**config.mk**
```make
export PLATFORM = sky130hd
export DESIGN_NAME = cfgx_port
export DESIGN_NICKNAME = d
export VERILOG_FILES = /design/src/cfgx_pkg.sv /design/src/cfgx_reset_bridge.sv /design/src/cfgx_port.sv
export SDC_FILE = /design/constraint.sdc
export NUM_CORES = 1
export LEC_CHECK = 0
export BUFFER_PORTS_ARGS = -buffer_cell sky130_fd_sc_hd__buf_2
export CORE_MARGIN = 2
export CORE_UTILIZATION = 35
export DETAILED_ROUTE_END_ITERATION = 7
export PLACE_DENSITY_LB_ADDON = 0.1
export RECOVER_POWER = 25
export SETUP_SLACK_MARGIN = 0.02
export SLEW_MARGIN = 40
export SYNTH_ARGS = -nofsm -noshare
export SYNTH_HDL_FRONTEND = slang
export SYNTH_HIERARCHICAL = 1
export SYNTH_SLANG_ARGS = --single-unit
```
**constraint.sdc**
```tcl
create_clock -name clock -period 1.8 [get_ports clock]
set_clock_uncertainty 0.1 [all_clocks]
set_input_delay 0.09 -clock clock [delete_from_list [all_inputs] [get_ports clock]]
set_output_delay 0.09 -clock clock [all_outputs]
set_load 0.005 [all_outputs]
```
**src/cfgx_pkg.sv**
```systemverilog
/*
 Constants shared by the configuration extension port: register-number
 windows owned by user logic, field widths, clock rates and lane masks.
 Assumes a single 100 MHz clock for all design logic.
*/
package cfgx_pkg;
   // ------------------------------------------------------------
   // field widths
   // ------------------------------------------------------------
   localparam int REG_W  = 10;
   localparam int FUNC_W = 8;
   localparam int DATA_W = 32;
   localparam int BE_W   = 4;
   localparam int LANE_W = 8;

   // ------------------------------------------------------------
   // user-owned register-number windows
   // ------------------------------------------------------------
   localparam logic [REG_W-1:0] LEGACY_LO = 10'h010;
   localparam logic [REG_W-1:0] LEGACY_HI = 10'h01f;
   localparam logic [REG_W-1:0] EXT_LO    = 10'h100;
   localparam logic [REG_W-1:0] EXT_HI    = 10'h3ff;

   // ------------------------------------------------------------
   // reset values
   // ------------------------------------------------------------
   localparam logic [REG_W-1:0]  REG_RST  = 10'h000;
   localparam logic [FUNC_W-1:0] FUNC_RST = 8'h00;
   localparam logic [DATA_W-1:0] DATA_RST = 32'h0000_0000;
   localparam logic [BE_W-1:0]   BE_RST   = 4'h0;
   localparam logic [LANE_W-1:0] LANE_RST = 8'h00;

   // ------------------------------------------------------------
   // timing: system clock and selectable user clock rates, in kHz
   // ------------------------------------------------------------
   localparam int CLK_KHZ      = 100000;
   localparam int UCLK_62_KHZ  = 62500;
   localparam int UCLK_125_KHZ = 125000;
   localparam int UCLK_250_KHZ = 250000;
   localparam int RST_SYNC_N   = 3;

   // ------------------------------------------------------------
   // link-width lane masks
   // ------------------------------------------------------------
   localparam logic [LANE_W-1:0] LANES_X1 = 8'h01;
   localparam logic [LANE_W-1:0] LANES_X2 = 8'h03;
   localparam logic [LANE_W-1:0] LANES_X4 = 8'h0f;
   localparam logic [LANE_W-1:0] LANES_X8 = 8'hff;

   typedef enum logic [1:0] {UCLK_62, UCLK_125, UCLK_250} cfgx_uclk_e;
   typedef enum logic [1:0] {WIDTH_X1, WIDTH_X2, WIDTH_X4, WIDTH_X8} cfgx_width_e;
   typedef enum {ST_IDLE, ST_HOLD} cfgx_state_e;
endpackage

```
**src/cfgx_reset_bridge.sv**
```systemverilog
/*
 Reset bridge for the user-side reset output.
 Assumes sys_reset is an asynchronous active-high pin; nrst is a
 synchronous active-low reset on clock.
*/
`timescale 1ns/1ns
module cfgx_reset_bridge (
   input  wire logic clock,
   input  wire logic nrst,
   input  wire logic sys_reset,
   output logic      user_reset
);
   typedef struct packed {
      logic [cfgx_pkg::RST_SYNC_N-1:0] chain;
      logic                            held;
   } cfgx_rb_s;

   cfgx_rb_s st;
   cfgx_rb_s next_st;

   // ------------------------------------------------------------
   // release shifts through three flops, assertion is immediate
   // ------------------------------------------------------------
   always_comb
   begin
      next_st = st;
      next_st.chain = {st.chain[cfgx_pkg::RST_SYNC_N-2:0], 1'b0};
      if (!nrst)
      begin
         next_st.chain = '1;
      end
      // registered copy: low only when second and third stages agree low
      next_st.held = next_st.chain[cfgx_pkg::RST_SYNC_N-1]
                   | next_st.chain[cfgx_pkg::RST_SYNC_N-2];
   end

   always_ff @(posedge clock or posedge sys_reset)
   begin
      if (sys_reset)
      begin
         st <= '1;
      end
      else
      begin
         st <= next_st;
      end
   end

   assign user_reset = st.held;
endmodule

```
**src/cfgx_port.sv**
```systemverilog
/*
 Configuration extension port: forwards configuration reads and writes
 from the link-side request port to user logic, holds reads of
 user-owned registers until user data returns, and answers reads on the
 completion port. Also drives user reset, user clock tick and lane mask.
 Assumes the link side holds a request until req_ready is seen high and
 that user logic runs on the same clock.
*/
// Function
// - with no user spaces enabled, reads give a one-cycle read indication
// - reads in enabled user windows hold the indication until user data valid
// - reads outside user windows always give a one-cycle indication
// - every configuration write gives a one-cycle write indication
// - 10-bit register number valid while either indication is high
// - 8-bit function number valid while either indication is high
// - 32-bit write data valid while write indication is high
// - 4-bit byte enables accompany each write
// - user read data captured on the edge after indication, if valid set
// - user reset releases synchronously to the system clock
// - user reset asserts at once on system reset
// - system reset is active-high, asynchronous, fundamental
// - user clock has one fixed rate chosen at build time
// - only lanes of the configured link width are used
`timescale 1ns/1ns
module cfgx_port #(
   parameter cfgx_pkg::cfgx_uclk_e  UCLK_SEL   = cfgx_pkg::UCLK_125,
   parameter cfgx_pkg::cfgx_width_e LINK_WIDTH = cfgx_pkg::WIDTH_X8
) (
   input  wire logic                        clock,
   input  wire logic                        nrst,
   input  wire logic                        sys_reset,
   input  wire logic                        legacy_user_en,
   input  wire logic                        ext_user_en,
   input  wire logic                        req_valid,
   input  wire logic                        req_is_write,
   input  wire logic [cfgx_pkg::REG_W-1:0]  req_reg_num,
   input  wire logic [cfgx_pkg::FUNC_W-1:0] req_func_num,
   input  wire logic [cfgx_pkg::DATA_W-1:0] req_write_data,
   input  wire logic [cfgx_pkg::BE_W-1:0]   req_byte_enable,
   output logic                             req_ready,
   output logic                             read_received,
   output logic                             write_received,
   output logic [cfgx_pkg::REG_W-1:0]       register_number,
   output logic [cfgx_pkg::FUNC_W-1:0]      function_number,
   output logic [cfgx_pkg::DATA_W-1:0]      write_data,
   output logic [cfgx_pkg::BE_W-1:0]        write_byte_enable,
   input  wire logic [cfgx_pkg::DATA_W-1:0] read_data,
   input  wire logic                        read_data_valid,
   output logic                             cpl_valid,
   output logic                             cpl_from_user,
   output logic [cfgx_pkg::DATA_W-1:0]      cpl_data,
   output logic                             user_reset,
   output logic                             user_clk_tick,
   output logic [cfgx_pkg::LANE_W-1:0]      lane_active
);
   // ------------------------------------------------------------
   // fixed user clock rate and lane mask
   // ------------------------------------------------------------
   localparam int UCLK_KHZ = (UCLK_SEL == cfgx_pkg::UCLK_62)  ? cfgx_pkg::UCLK_62_KHZ :
                             (UCLK_SEL == cfgx_pkg::UCLK_125) ? cfgx_pkg::UCLK_125_KHZ :
                                                                cfgx_pkg::UCLK_250_KHZ;
   localparam int TICK_CYC = (cfgx_pkg::CLK_KHZ + UCLK_KHZ - 1) / UCLK_KHZ;
   localparam logic [1:0] TICK_LAST = 2'(TICK_CYC - 1);
   localparam logic [cfgx_pkg::LANE_W-1:0] LANE_MASK =
      (LINK_WIDTH == cfgx_pkg::WIDTH_X1) ? cfgx_pkg::LANES_X1 :
      (LINK_WIDTH == cfgx_pkg::WIDTH_X2) ? cfgx_pkg::LANES_X2 :
      (LINK_WIDTH == cfgx_pkg::WIDTH_X4) ? cfgx_pkg::LANES_X4 : cfgx_pkg::LANES_X8;

   typedef struct packed {
      cfgx_pkg::cfgx_state_e           state;
      logic                            ready;
      logic                            rd_rcv;
      logic                            wr_rcv;
      logic [cfgx_pkg::REG_W-1:0]      reg_num;
      logic [cfgx_pkg::FUNC_W-1:0]     func;
      logic [cfgx_pkg::DATA_W-1:0]     wdata;
      logic [cfgx_pkg::BE_W-1:0]       be;
      logic                            cvalid;
      logic                            cuser;
      logic [cfgx_pkg::DATA_W-1:0]     cdata;
      logic [1:0]                      tick_cnt;
      logic                            tick;
      logic [cfgx_pkg::LANE_W-1:0]     lanes;
   } cfgx_port_s;

   cfgx_port_s st;
   cfgx_port_s next_st;
   logic       user_hit;
   logic       accept;

   cfgx_reset_bridge u_reset (
      .clock      (clock),
      .nrst       (nrst),
      .sys_reset  (sys_reset),
      .user_reset (user_reset)
   );

   // ------------------------------------------------------------
   // request decode
   // ------------------------------------------------------------
   assign user_hit = (legacy_user_en && req_reg_num >= cfgx_pkg::LEGACY_LO
                      && req_reg_num <= cfgx_pkg::LEGACY_HI)
                   || (ext_user_en && req_reg_num >= cfgx_pkg::EXT_LO
                      && req_reg_num <= cfgx_pkg::EXT_HI);
   assign accept = req_valid && st.ready;

   // ------------------------------------------------------------
   // next state
   // ------------------------------------------------------------
   always_comb
   begin
      next_st = st;
      next_st.wr_rcv = 1'b0;
      next_st.cvalid = 1'b0;
      next_st.cuser = 1'b0;
      next_st.tick = (st.tick_cnt == TICK_LAST);
      next_st.tick_cnt = next_st.tick ? 2'h0 : st.tick_cnt + 2'h1;
      next_st.lanes = LANE_MASK;
      unique case (st.state)
         cfgx_pkg::ST_IDLE:
         begin
            if (st.rd_rcv)
            begin
               next_st.cvalid = 1'b1;
               next_st.cdata = cfgx_pkg::DATA_RST;
            end
            next_st.rd_rcv = 1'b0;
            if (accept)
            begin
               next_st.reg_num = req_reg_num;
               next_st.func = req_func_num;
               if (req_is_write)
               begin
                  next_st.wr_rcv = 1'b1;
                  next_st.wdata = req_write_data;
                  next_st.be = req_byte_enable;
               end
               else
               begin
                  next_st.rd_rcv = 1'b1;
                  if (user_hit)
                  begin
                     next_st.state = cfgx_pkg::ST_HOLD;
                  end
               end
            end
         end
         cfgx_pkg::ST_HOLD:
         begin
            if (read_data_valid)
            begin
               next_st.cdata = read_data;
               next_st.cvalid = 1'b1;
               next_st.cuser = 1'b1;
               next_st.rd_rcv = 1'b0;
               next_st.state = cfgx_pkg::ST_IDLE;
            end
         end
      endcase
      next_st.ready = (next_st.state == cfgx_pkg::ST_IDLE);
      if (!nrst || user_reset)
      begin
         next_st = '{state: cfgx_pkg::ST_IDLE, ready: 1'b0, rd_rcv: 1'b0, wr_rcv: 1'b0,
                     reg_num: cfgx_pkg::REG_RST, func: cfgx_pkg::FUNC_RST,
                     wdata: cfgx_pkg::DATA_RST, be: cfgx_pkg::BE_RST, cvalid: 1'b0,
                     cuser: 1'b0, cdata: cfgx_pkg::DATA_RST, tick_cnt: 2'h0,
                     tick: 1'b0, lanes: cfgx_pkg::LANE_RST};
      end
   end

   always_ff @(posedge clock)
   begin
      st <= next_st;
   end

   // ------------------------------------------------------------
   // outputs
   // ------------------------------------------------------------
   assign req_ready         = st.ready;
   assign read_received     = st.rd_rcv;
   assign write_received    = st.wr_rcv;
   assign register_number   = st.reg_num;
   assign function_number   = st.func;
   assign write_data        = st.wdata;
   assign write_byte_enable = st.be;
   assign cpl_valid         = st.cvalid;
   assign cpl_from_user     = st.cuser;
   assign cpl_data          = st.cdata;
   assign user_clk_tick     = st.tick;
   assign lane_active       = st.lanes;
endmodule

```
# Word level (Yosys, flattened, before mapping)
# Index checks and enable logic that the tools add are counted.
[totals]
in_bits = 94
register_bits = 137
out_inout_bits = 101
elab_cells = 63
[classes]
addsub = 1
bitwise = 4
magnitude_cmp = 4
eq_ne = 3
mux = 18
n_reduce_logical = 17
[ops]
columns = ["cell", "count"]
rows = [
  ["2-to-1 mux 32 bit", 5],
  ["one-hot mux 32 bit (2 select lines)", 2],
  ["logical NOT 32 bit", 2],
  ["2-to-1 mux 56 bit", 1],
  ["2-to-1 mux 36 bit", 1],
  ["2-to-1 mux 34 bit", 1],
  ["equality test 32 x 1 -> 1 bit, second input constant", 1],
  ["greater-or-equal comparator 10 x 5 -> 1 bit, second input constant", 1],
  ["greater-or-equal comparator 10 x 9 -> 1 bit, second input constant", 1],
  ["less-or-equal comparator 10 bit, second input constant", 1],
  ["less-or-equal comparator 10 x 5 -> 1 bit, second input constant", 1],
  ["2-to-1 mux 8 bit", 1],
  ["logical AND 1 bit", 5],
  ["2-to-1 mux 1 bit", 4],
  ["inequality test 2 bit, second input constant", 2],
  ["one-hot mux 1 bit (2 select lines)", 2],
  ["AND reduction 2 bit", 2],
  ["OR reduction 2 bit", 2],
  ["2-to-1 mux 3 bit", 1],
  ["inverter 1 bit", 3],
  ["AND reduction 3 bit", 1],
  ["OR reduction 3 bit", 1],
  ["adder 2 x 1 -> 2 bit, second input constant", 1],
  ["logical NOT 2 bit", 1],
  ["other kinds (3)", 4],
]

# Logic depth before layout (Yosys ltp)
# Gate-level depths: netlist of run 1.
[logic_depth]
depth_word = 9
mapped_depth = 7
depth_no_buf = 4

# Hierarchy
# The synthesis of run 1 kept the hierarchy.
[by_module_without_submodules]
columns = ["module", "n_inst", "cells_per_inst", "seq_area_each_um2", "area_each_um2"]
rows = [
  ["cfgx_port", 1, 630, 2542.4, 6013.3],
  ["cfgx_reset_bridge", 1, 7, 78.8, 102.6],
]

# Least setup slack after synthesis of run 1
# No wires, ideal clock.
[synth_path]
path_type = "register to register"
from = "register u_reset.st (netlist bit u_reset/user_reset)"
to = "register st (netlist bit cpl_data[0])"
path_buffers = 3
t_arrival_ps = 1452
setup_ps = 132
slack_ps = 116
period_less_slack_ps = 1684
t_required_ps = 1568
stages_incl_launch_ff = 6
cell_sequence = "dfstp_2 nand2b_1 clkbuf_1 clkbuf_1 clkbuf_1 a21oi_1"
[synth_between]
elab_chain_len = 1
[synth_lines]
columns = ["item", "line_no", "text"]
rows = [
  ["start: declaration", "cfgx_reset_bridge.sv:18", "cfgx_rb_s st;"],
  ["start signal: assignment", "cfgx_reset_bridge.sv:45", "st <= next_st;"],
  ["logical OR 1 bit", "cfgx_port.sv:161", "if (!nrst || user_reset)"],
  ["end signal: assignment", "cfgx_port.sv:173", "st <= next_st;"],
  ["end: declaration", "cfgx_port.sv:86", "cfgx_port_s st;"],
]
# No other way between the ends.
# A chain may end at the register's enable or synchronous reset.

# Final worst setup path of run 1
[layout_path]
from = "register st[106] in the netlist's numbering"
to = "register st[126] in the netlist's numbering"
[layout_between]
elab_chain_len = 2
elab_cells_between_ends = 3
classes_between = "1 x eq/ne; 1 x mux; 1 x reduce/logical"
[layout_lines]
columns = ["item", "line_no", "text"]
rows = [
  ["equality test 32 x 1 -> 1 bit or logical NOT 32 bit (tied branches)", "cfgx_port.sv:119", "unique case (st.state)"],
  ["one-hot mux 32 bit (2 select lines) (*)", "cfgx_port.sv:119", ""],
]
# Every way passes the cells marked *; elsewhere a longest branch is shown, timed or not.

==> key figures, run 1 <==
Setup path
  – Worst-path fanout max: 9
  – Crit end category: flip-flop
  – Required time worst endpoint: 1990 ps
  – Startpoint types: flip-flop
  – CP delay by family, top: compound AO/OA/AOI/OAI gates
  – Crit path from: st[106]
  – Setup CP Type: flip-flop to flip-flop
  – Crit-path slowest cell: a311oi_4
  – Crit path arrival time: about 2000 ps
  – Critical R2R Launch: st[106]
  – Worst Path Buf+Inv: 2
  – CP max stage delay: ~540 ps
  – Crit-path cells: nor4_4, buf_4, and4_4, a311oi_4, clkbuf_16, nor3b_2

Synthesis
  – Synth area leaders: dfxtp_1 (42%), buf_4 (13%), nand4_1 (10%)
  – Post-synthesis cell area: ~6100 sq um
  – Sequential fraction of the synthesis area: between 40% and 50%
  – Yosys cell types: 38
  – Yosys reg bits: between 100 and 150
  – Commonest cells post-synth: dfxtp_1 (127), buf_4 (104), nand4_1 (102)
  – Synth Instances: about 640
  – Most used flip-flop cell after synthesis: dfxtp_1
  – Post-synthesis net count: around 730
  – Synth area leader: dfxtp_1
  – Most common cell in the synthesized netlist: dfxtp_1
  – Mean Syn Cell Area: just under 10 sq um
  – Post-synth top area share: roughly two fifths
  – Post-synth EDFFs: 0
  – Yosys warns: 6
  – Async SR Flop Fraction: approximately 2.3%

Timing
  – # setup viols final: 19
  – Setup slack after layout: -40.3 ps
  – Final period utilization: 102%
  – RSZ-0062 raised after global routing: true
  – Slew margin rel.: a little under three fifths
  – Slew Viols, Final: 0
  – Final Hold Fails: 0
  – Max Freq: around 540 MHz
  – Worst hold slack: approximately 40 ps
  – Tmin final: 1840 ps
  – Worst Tran Pin Value: about 640 ps

Power and ir drop
  – P_leak: around 3.3 nW
  – Power Density: between 700 and 800 nW/um^2
  – Overall power: roughly 0.007 W
  – VDD IR max: around 0.65 mV

Clock network
  – Clk sink count: 130
  – Worst-path clk slew: about 50 ps
  – Skew-Pair Late Insertion Delay: just over 400 ps
  – Total CTS buffers: 17
  – Max Buffers Root-to-Sink: 2
  – CTS tree: yes
  – Htree depth: 4
  – CTS Root Cell: clkbuf_16

GRT
  – Global-route wire length before repair: approximately 27,000 um
  – Number of global-route vias before repair: ~5,300
  – Initial antenna violation count: 2
  – GR Overflow Total: 0
  – Pin count of the biggest net entering global routing: 71
  – GR Util All Layers: 18.1%

Route
  – # DRC: 0
  – Avg WL per Cell: 16.5 um
  – Routed wire length: 17,500 um
  – Drt pass-1 iters: 5
  – Vias: roughly 5,600
  – Via density: about 5.2
  – Initial DRC Count: between 200 and 300
  – ANT nets after route: 0

Layout
  – Post-layout util: 52.3%
  – Area grow syn2layout: 46.9%
  – Share of layout cells above drive strength 1: 44.0%
  – Final nets: 916

Floorplan
  – Die width: 136 um
  – Top Ports: around 200
  – Die Span Y: around 140 um
  – Initial core utilization: around 36%
  – Cell row count: 48
  – Die area: about 19,000 sq um
  – Core box area: between 15,000 and 20,000 sq um

Min path
  – Hold path startpoint: req_reg_num[8]
  – Class of the worst hold path: primary input to flip-flop

Status
  – Status: finished, violations left
  – Violated checks: setup timing

Place
  – RD Place Congestion: approximately 0.7
  – Worst slack, placed: -121 ps
  – DP HPWL: between 10,000 and 15,000 um
  – Port bufs: around 190

Job
  – Max-Cap Viols: 0
==> per-layer routing <==
layer  track usage [%]  share of wire (%)  vias up
met5                 0                  0        -
met4              8.68                2.6        0
met3              4.14                5.4       33
met2              30.0                 50      187
met1              22.0                 42     2678
li1                  -                  -     2660
==> sequential cells by signal (all words and copies together) (netlist names) <==
name                flops
write_data             32
user_clk_tick           1
cpl_data               32
write_received          1
cpl_valid               1
u_reset/st              2
req_ready               1
register_number        10
u_reset/user_reset      1
st                     34
lane_active             1
function_number         8
read_received           1
write_byte_enable       4
cpl_from_user           1
==> timing repair <==
| item | 4_1_cts | 5_1_grt |
|---|---|---|
| gates resized for setup | 46 | 73 |
| pin swaps | 12 | 39 |
| buffers inserted | 1 | 4 |
| cloned | 2 | 6 |
| hold buffers | 89 | 0 |
| endpoints found under the hold margin | 95 | 0 |
| endpoints found under the setup margin | 113 | 119 |
==> cell families (layout without fill, tap and decap cells) <==
| kind of cell | count (synthesis) | after routing | share of synthesized area, % |
|---|---|---|---|
| compound gates | 150 | 150 | 16.3 |
| fa+ha+maj | 1 | 1 | 0.205 |
| buf+inv | 174 | 371 | 19.3 |
| flops | 130 | 130 | 42.9 |
| other cells | 0 | 2 | 0 |
| simple gates | 182 | 182 | 21.4 |
==> path summary, 6_finish.rpt <==
| path | end | slack, ps | cells past startpoint |
|---|---|---|---|
| setup / recovery | st[126] | -40 | 6 |
| hold / removal | register_number[8] | 40 | 3 |
| setup reg to reg | st[126] | -40 | 6 |
| hold reg to reg | st[9] | 330 | 1 |
| max in group asynchronous | u_reset/user_reset | 1410 | 3 |
| min in group asynchronous | u_reset/st[2] | 170 | 3 |
==> cell usage in the layout, fill, tap and decap left out, drive strengths merged, types with 2 or more instances in the layout <==
| cell | Yosys | routed |
|---|---|---|
| dfstp | 3 | 3 |
| a21oi | 70 | 70 |
| nor2 | 2 | 2 |
| bufinv | 0 | 5 |
| diode | 0 | 2 |
| buf | 138 | 225 |
| o311ai | 18 | 18 |
| nand2 | 21 | 21 |
| nor4 | 8 | 8 |
| clkinv | 0 | 5 |
| and2 | 2 | 2 |
| dfxtp | 127 | 127 |
| and4 | 2 | 2 |
| nand3 | 2 | 2 |
| a31oi | 2 | 2 |
| o31ai | 55 | 55 |
| clkbuf | 29 | 39 |
| dlygate4sd3 | 0 | 88 |
| inv | 7 | 7 |
| nor3b | 33 | 33 |
| nor3 | 3 | 3 |
| o21a | 2 | 2 |
| nand4 | 103 | 103 |
==> worst min-delay path: cells and delay by family <==
family	cells	cell delay, ps
AO/OA/AOI/OAI	1	60
buffers and inverters	1	280
AND/OR/NAND/NOR	1	80
==> through the flow <==
stage	instance area, sq um	setup TNS [ps]	instances
after detailed placement	6720	-2310	926
after global placement	6720	-197	926
final	8980	-435	1061
after floorplan	6120	0	637
after CTS	8440	-67.7	1050
after global routing	8980	-6640	1061
==> cell type report <==
cell class              count  area, sq um
fillers                  1570         8190
clock buffers              21          460
repair buffers            332         2590
well taps                 225          282
inverters                   7         26.3
flip-flops and latches    130         2640
diodes                      2         5.00
multi-input cells         333         2800
clock inverters            11          183
==> report_power, final <==
part / internal (W) / switching (W)
logic: 0.000220 / 0.000115
registers: 0.00289 / 0.00000196
clock network: 0.00252 / 0.00124
No activity file was read; power rests on OpenSTA's default activity.
==> inputs of run 2 (changes only) <==
Clock period 1.8 ns to 1.6 ns, I/O delays scaled along.
==> key figures, run 2 (synthesis gave the netlist of run 1 again) <==
Status
  – Status: finished, violations left
  – Violated checks: setup timing

Layout
  – Most frequent cells in the layout: buf_2 (176), dfxtp_1 (113), nand4_1 (102)
  – Final nets: 926 (+1.1%)
  – Largest register FFs: 34 (unchanged)
  – Commonest non-fill, non-tap cell in the layout: buf_2
  – Share of layout cells above drive strength 1: 45.4% (+1.4 points)
  – Area grow syn2layout: 53.4%
  – Biggest register: st
  – Fin cells: 1,070 (+0.85%)

Min path
  – Class of the worst hold path: primary input to async pin

Power and ir drop
  – Power Density: 813 nW/um^2 (+4.6%)
  – VDD IR max: 0.718 mV (+11%)
  – P_leak: 3.44 nW (+2.7%)

Timing
  – Setup slack after layout: -243 ps (-202 ps)
  – Max Freq: 543 MHz (-0.12%)
  – RSZ-0062 raised after global routing: true
  – Final Hold Fails: 0 (unchanged)
  – Tmin final: 1840 ps (+2.29 ps)
  – Final period utilization: 115% (+13 points)
  – Slew margin rel.: 57.3% (+0.19 points)
  – Slew Viols, Final: 0 (unchanged)
  – Worst Tran Pin Value: 640 ps (-2.79 ps)
  – # setup viols final: 122 (+103)

Route
  – # DRC: 0 (unchanged)
  – Initial DRC Count: 281 (+5.6%)
  – ANT nets after route: 0 (unchanged)
  – Drt pass-1 iters: 5 (unchanged)
  – Via density: 5.28 (+0.76%)
  – Routed wire length: 18,600 um (+6.1%)
  – Vias: 5,648 (+1.6%)
  – Avg WL per Cell: 17.4 um (+5.3%)

Place
  – RD Place Congestion: 0.718 (+1.3%)
  – Cells after DPL: 926 (unchanged)
  – Worst slack, placed: -342 ps (-222 ps)
  – DP HPWL: 10,700 um (-1.2%)
  – Port bufs: 194 (unchanged)

GRT
  – GR Overflow Total: 0 (unchanged)
  – GR Util All Layers: 17.9% (-0.13 points)
  – Initial antenna violation count: 1 (-1)
  – Number of global-route vias before repair: 5,334 (+0.21%)
  – Global-route wire length before repair: 26,200 um (-1.6%)
  – Pin count of the biggest net entering global routing: 45 (-37%)

Floorplan
  – Top Ports: 195 (unchanged)
  – Cell row count: 48 (unchanged)
  – Initial core utilization: 35.6% (unchanged)
  – Core box area: 17,200 sq um (unchanged)
  – Die Span Y: 136 um (unchanged)
  – Die width: 136 um (unchanged)
  – Die area: 18,500 sq um (unchanged)

Clock network
  – CTS Root Cell: clkbuf_16
  – Worst-path clk slew: 60 ps (about the same)
  – Skew-Pair Late Insertion Delay: 410 ps (about the same)
  – Clk sink count: 130 (unchanged)
  – Total CTS buffers: 17 (unchanged)
  – Htree depth: 4 (unchanged)
  – CTS tree: yes
  – Max Buffers Root-to-Sink: 2 (unchanged)

Setup path
  – WP depth: 6 (unchanged)
  – R2R Setup Slk: -240 ps (-200 ps)
  – Crit path from: st[103]
  – Critical path destination: function_number[1]
  – Crit-path cells: nor4_4, nand4_1, buf_6, buf_12, o311ai_2, o31ai_2
  – R2R Path End: function_number[1]
  – Worst Path Buf+Inv: 2 (unchanged)
  – Critical R2R Launch: st[103]
  – Worst-path fanout max: 6 (-3)
  – Startpoint types: flip-flop
  – Crit path arrival time: 2020 ps (about the same)
  – R2R cell count: 6 (unchanged)
  – Required time worst endpoint: 1780 ps (-210 ps)
  – CP max stage delay: 360 ps (-180 ps)
  – Setup CP Type: flip-flop to flip-flop
  – Crit end category: flip-flop
  – Crit-path slowest cell: o311ai_2
  – CP delay by family, top: simple AND/OR/NAND/NOR gates

Job
  – Max-Cap Viols: 0 (unchanged)
[run 2: cell count changes in the layout (fill, tap and decap cells not counted), sizes merged]
cell / change
dlymetal6s4s: -1
buf: -1
bufinv: -2
dlygate4sd3: +1
clkbuf: +12
clkinvlp: +1
diode: -1
[run 2: layout make-up]
type / instances / area (sq um)
fill: 1546 / 7790
timing repair buffer: 342 / 2860
antenna: 1 / 2.50
clock inverter: 10 / 130
inverter: 7 / 26.3
multi-input combinational: 333 / 2960
sequential: 130 / 2640
clock buffer: 22 / 484
tap: 225 / 282
[run 2: power by group]
| group | leakage, nW | total [W] | internal (W) | switching [W] |
|---|---|---|---|---|
| Clock | 0.302 | 0.00401 | 0.00260 | 0.00140 |
| Combinational | 2.08 | 0.000374 | 0.000250 | 0.000124 |
| Sequential | 1.06 | 0.00325 | 0.00325 | 0.00000221 |
[run 2: per-layer routing]
metal  wire length (um)  share of wire (%)  vias up  GRT usage [%]
met5                  0                  0        -              0
met4                592                3.2        0           9.43
met3                839                4.5       44           4.29
met2               9260                 50      168           29.9
met1               7920                 43     2749           21.3
li1                   -                  -     2687              -
[run 2: worst min-delay path by stage]
stage / from / to / slack (ps) / cells after the start
3_3_place_gp: sys_reset / u_reset/st[1] / 30 / 2
6_report: sys_reset / u_reset/st[1] / 150 / 3
4_1_cts: sys_reset / u_reset/st[2] / 130 / 3
2_1_floorplan: sys_reset / u_reset/st[1] / -90 / 1
3_5_place_dp: sys_reset / u_reset/user_reset / 30 / 2
5_1_grt: sys_reset / u_reset/user_reset / 160 / 3
[run 2: timing repair]
action / CTS / global route
setup buffers: 2 / 5
cloned: 0 / 15
hold endpoints to repair: 93 / 0
gates resized for setup: 50 / 98
hold buffers: 89 / 0
endpoints found under the setup margin: 122 / 123
pin swaps: 12 / 93
[run 2: worst reg2reg max path, stage by stage, from the launching register on]
cell and delay, ps:
dfxtp_2 330, nor4_4 320, nand4_1 160, buf_6 180, buf_12 140, o311ai_2 360
o31ai_2 120
[run 2: stage by stage]
step	area, sq um	utilization (%)	hold WS [ps]	total power, W	setup TNS (ps)
detailed placement	6750	39.3	29.7	0.00351	-27530
global placement	6750	39.3	25.0	0.00351	-29690
finish	9380	54.6	153	0.00763	-19210
floorplan	6160	-	-86.7	0.00337	0
CTS	8480	49.4	126	0.00771	-17410
global route	9380	54.6	155	0.00787	-28670
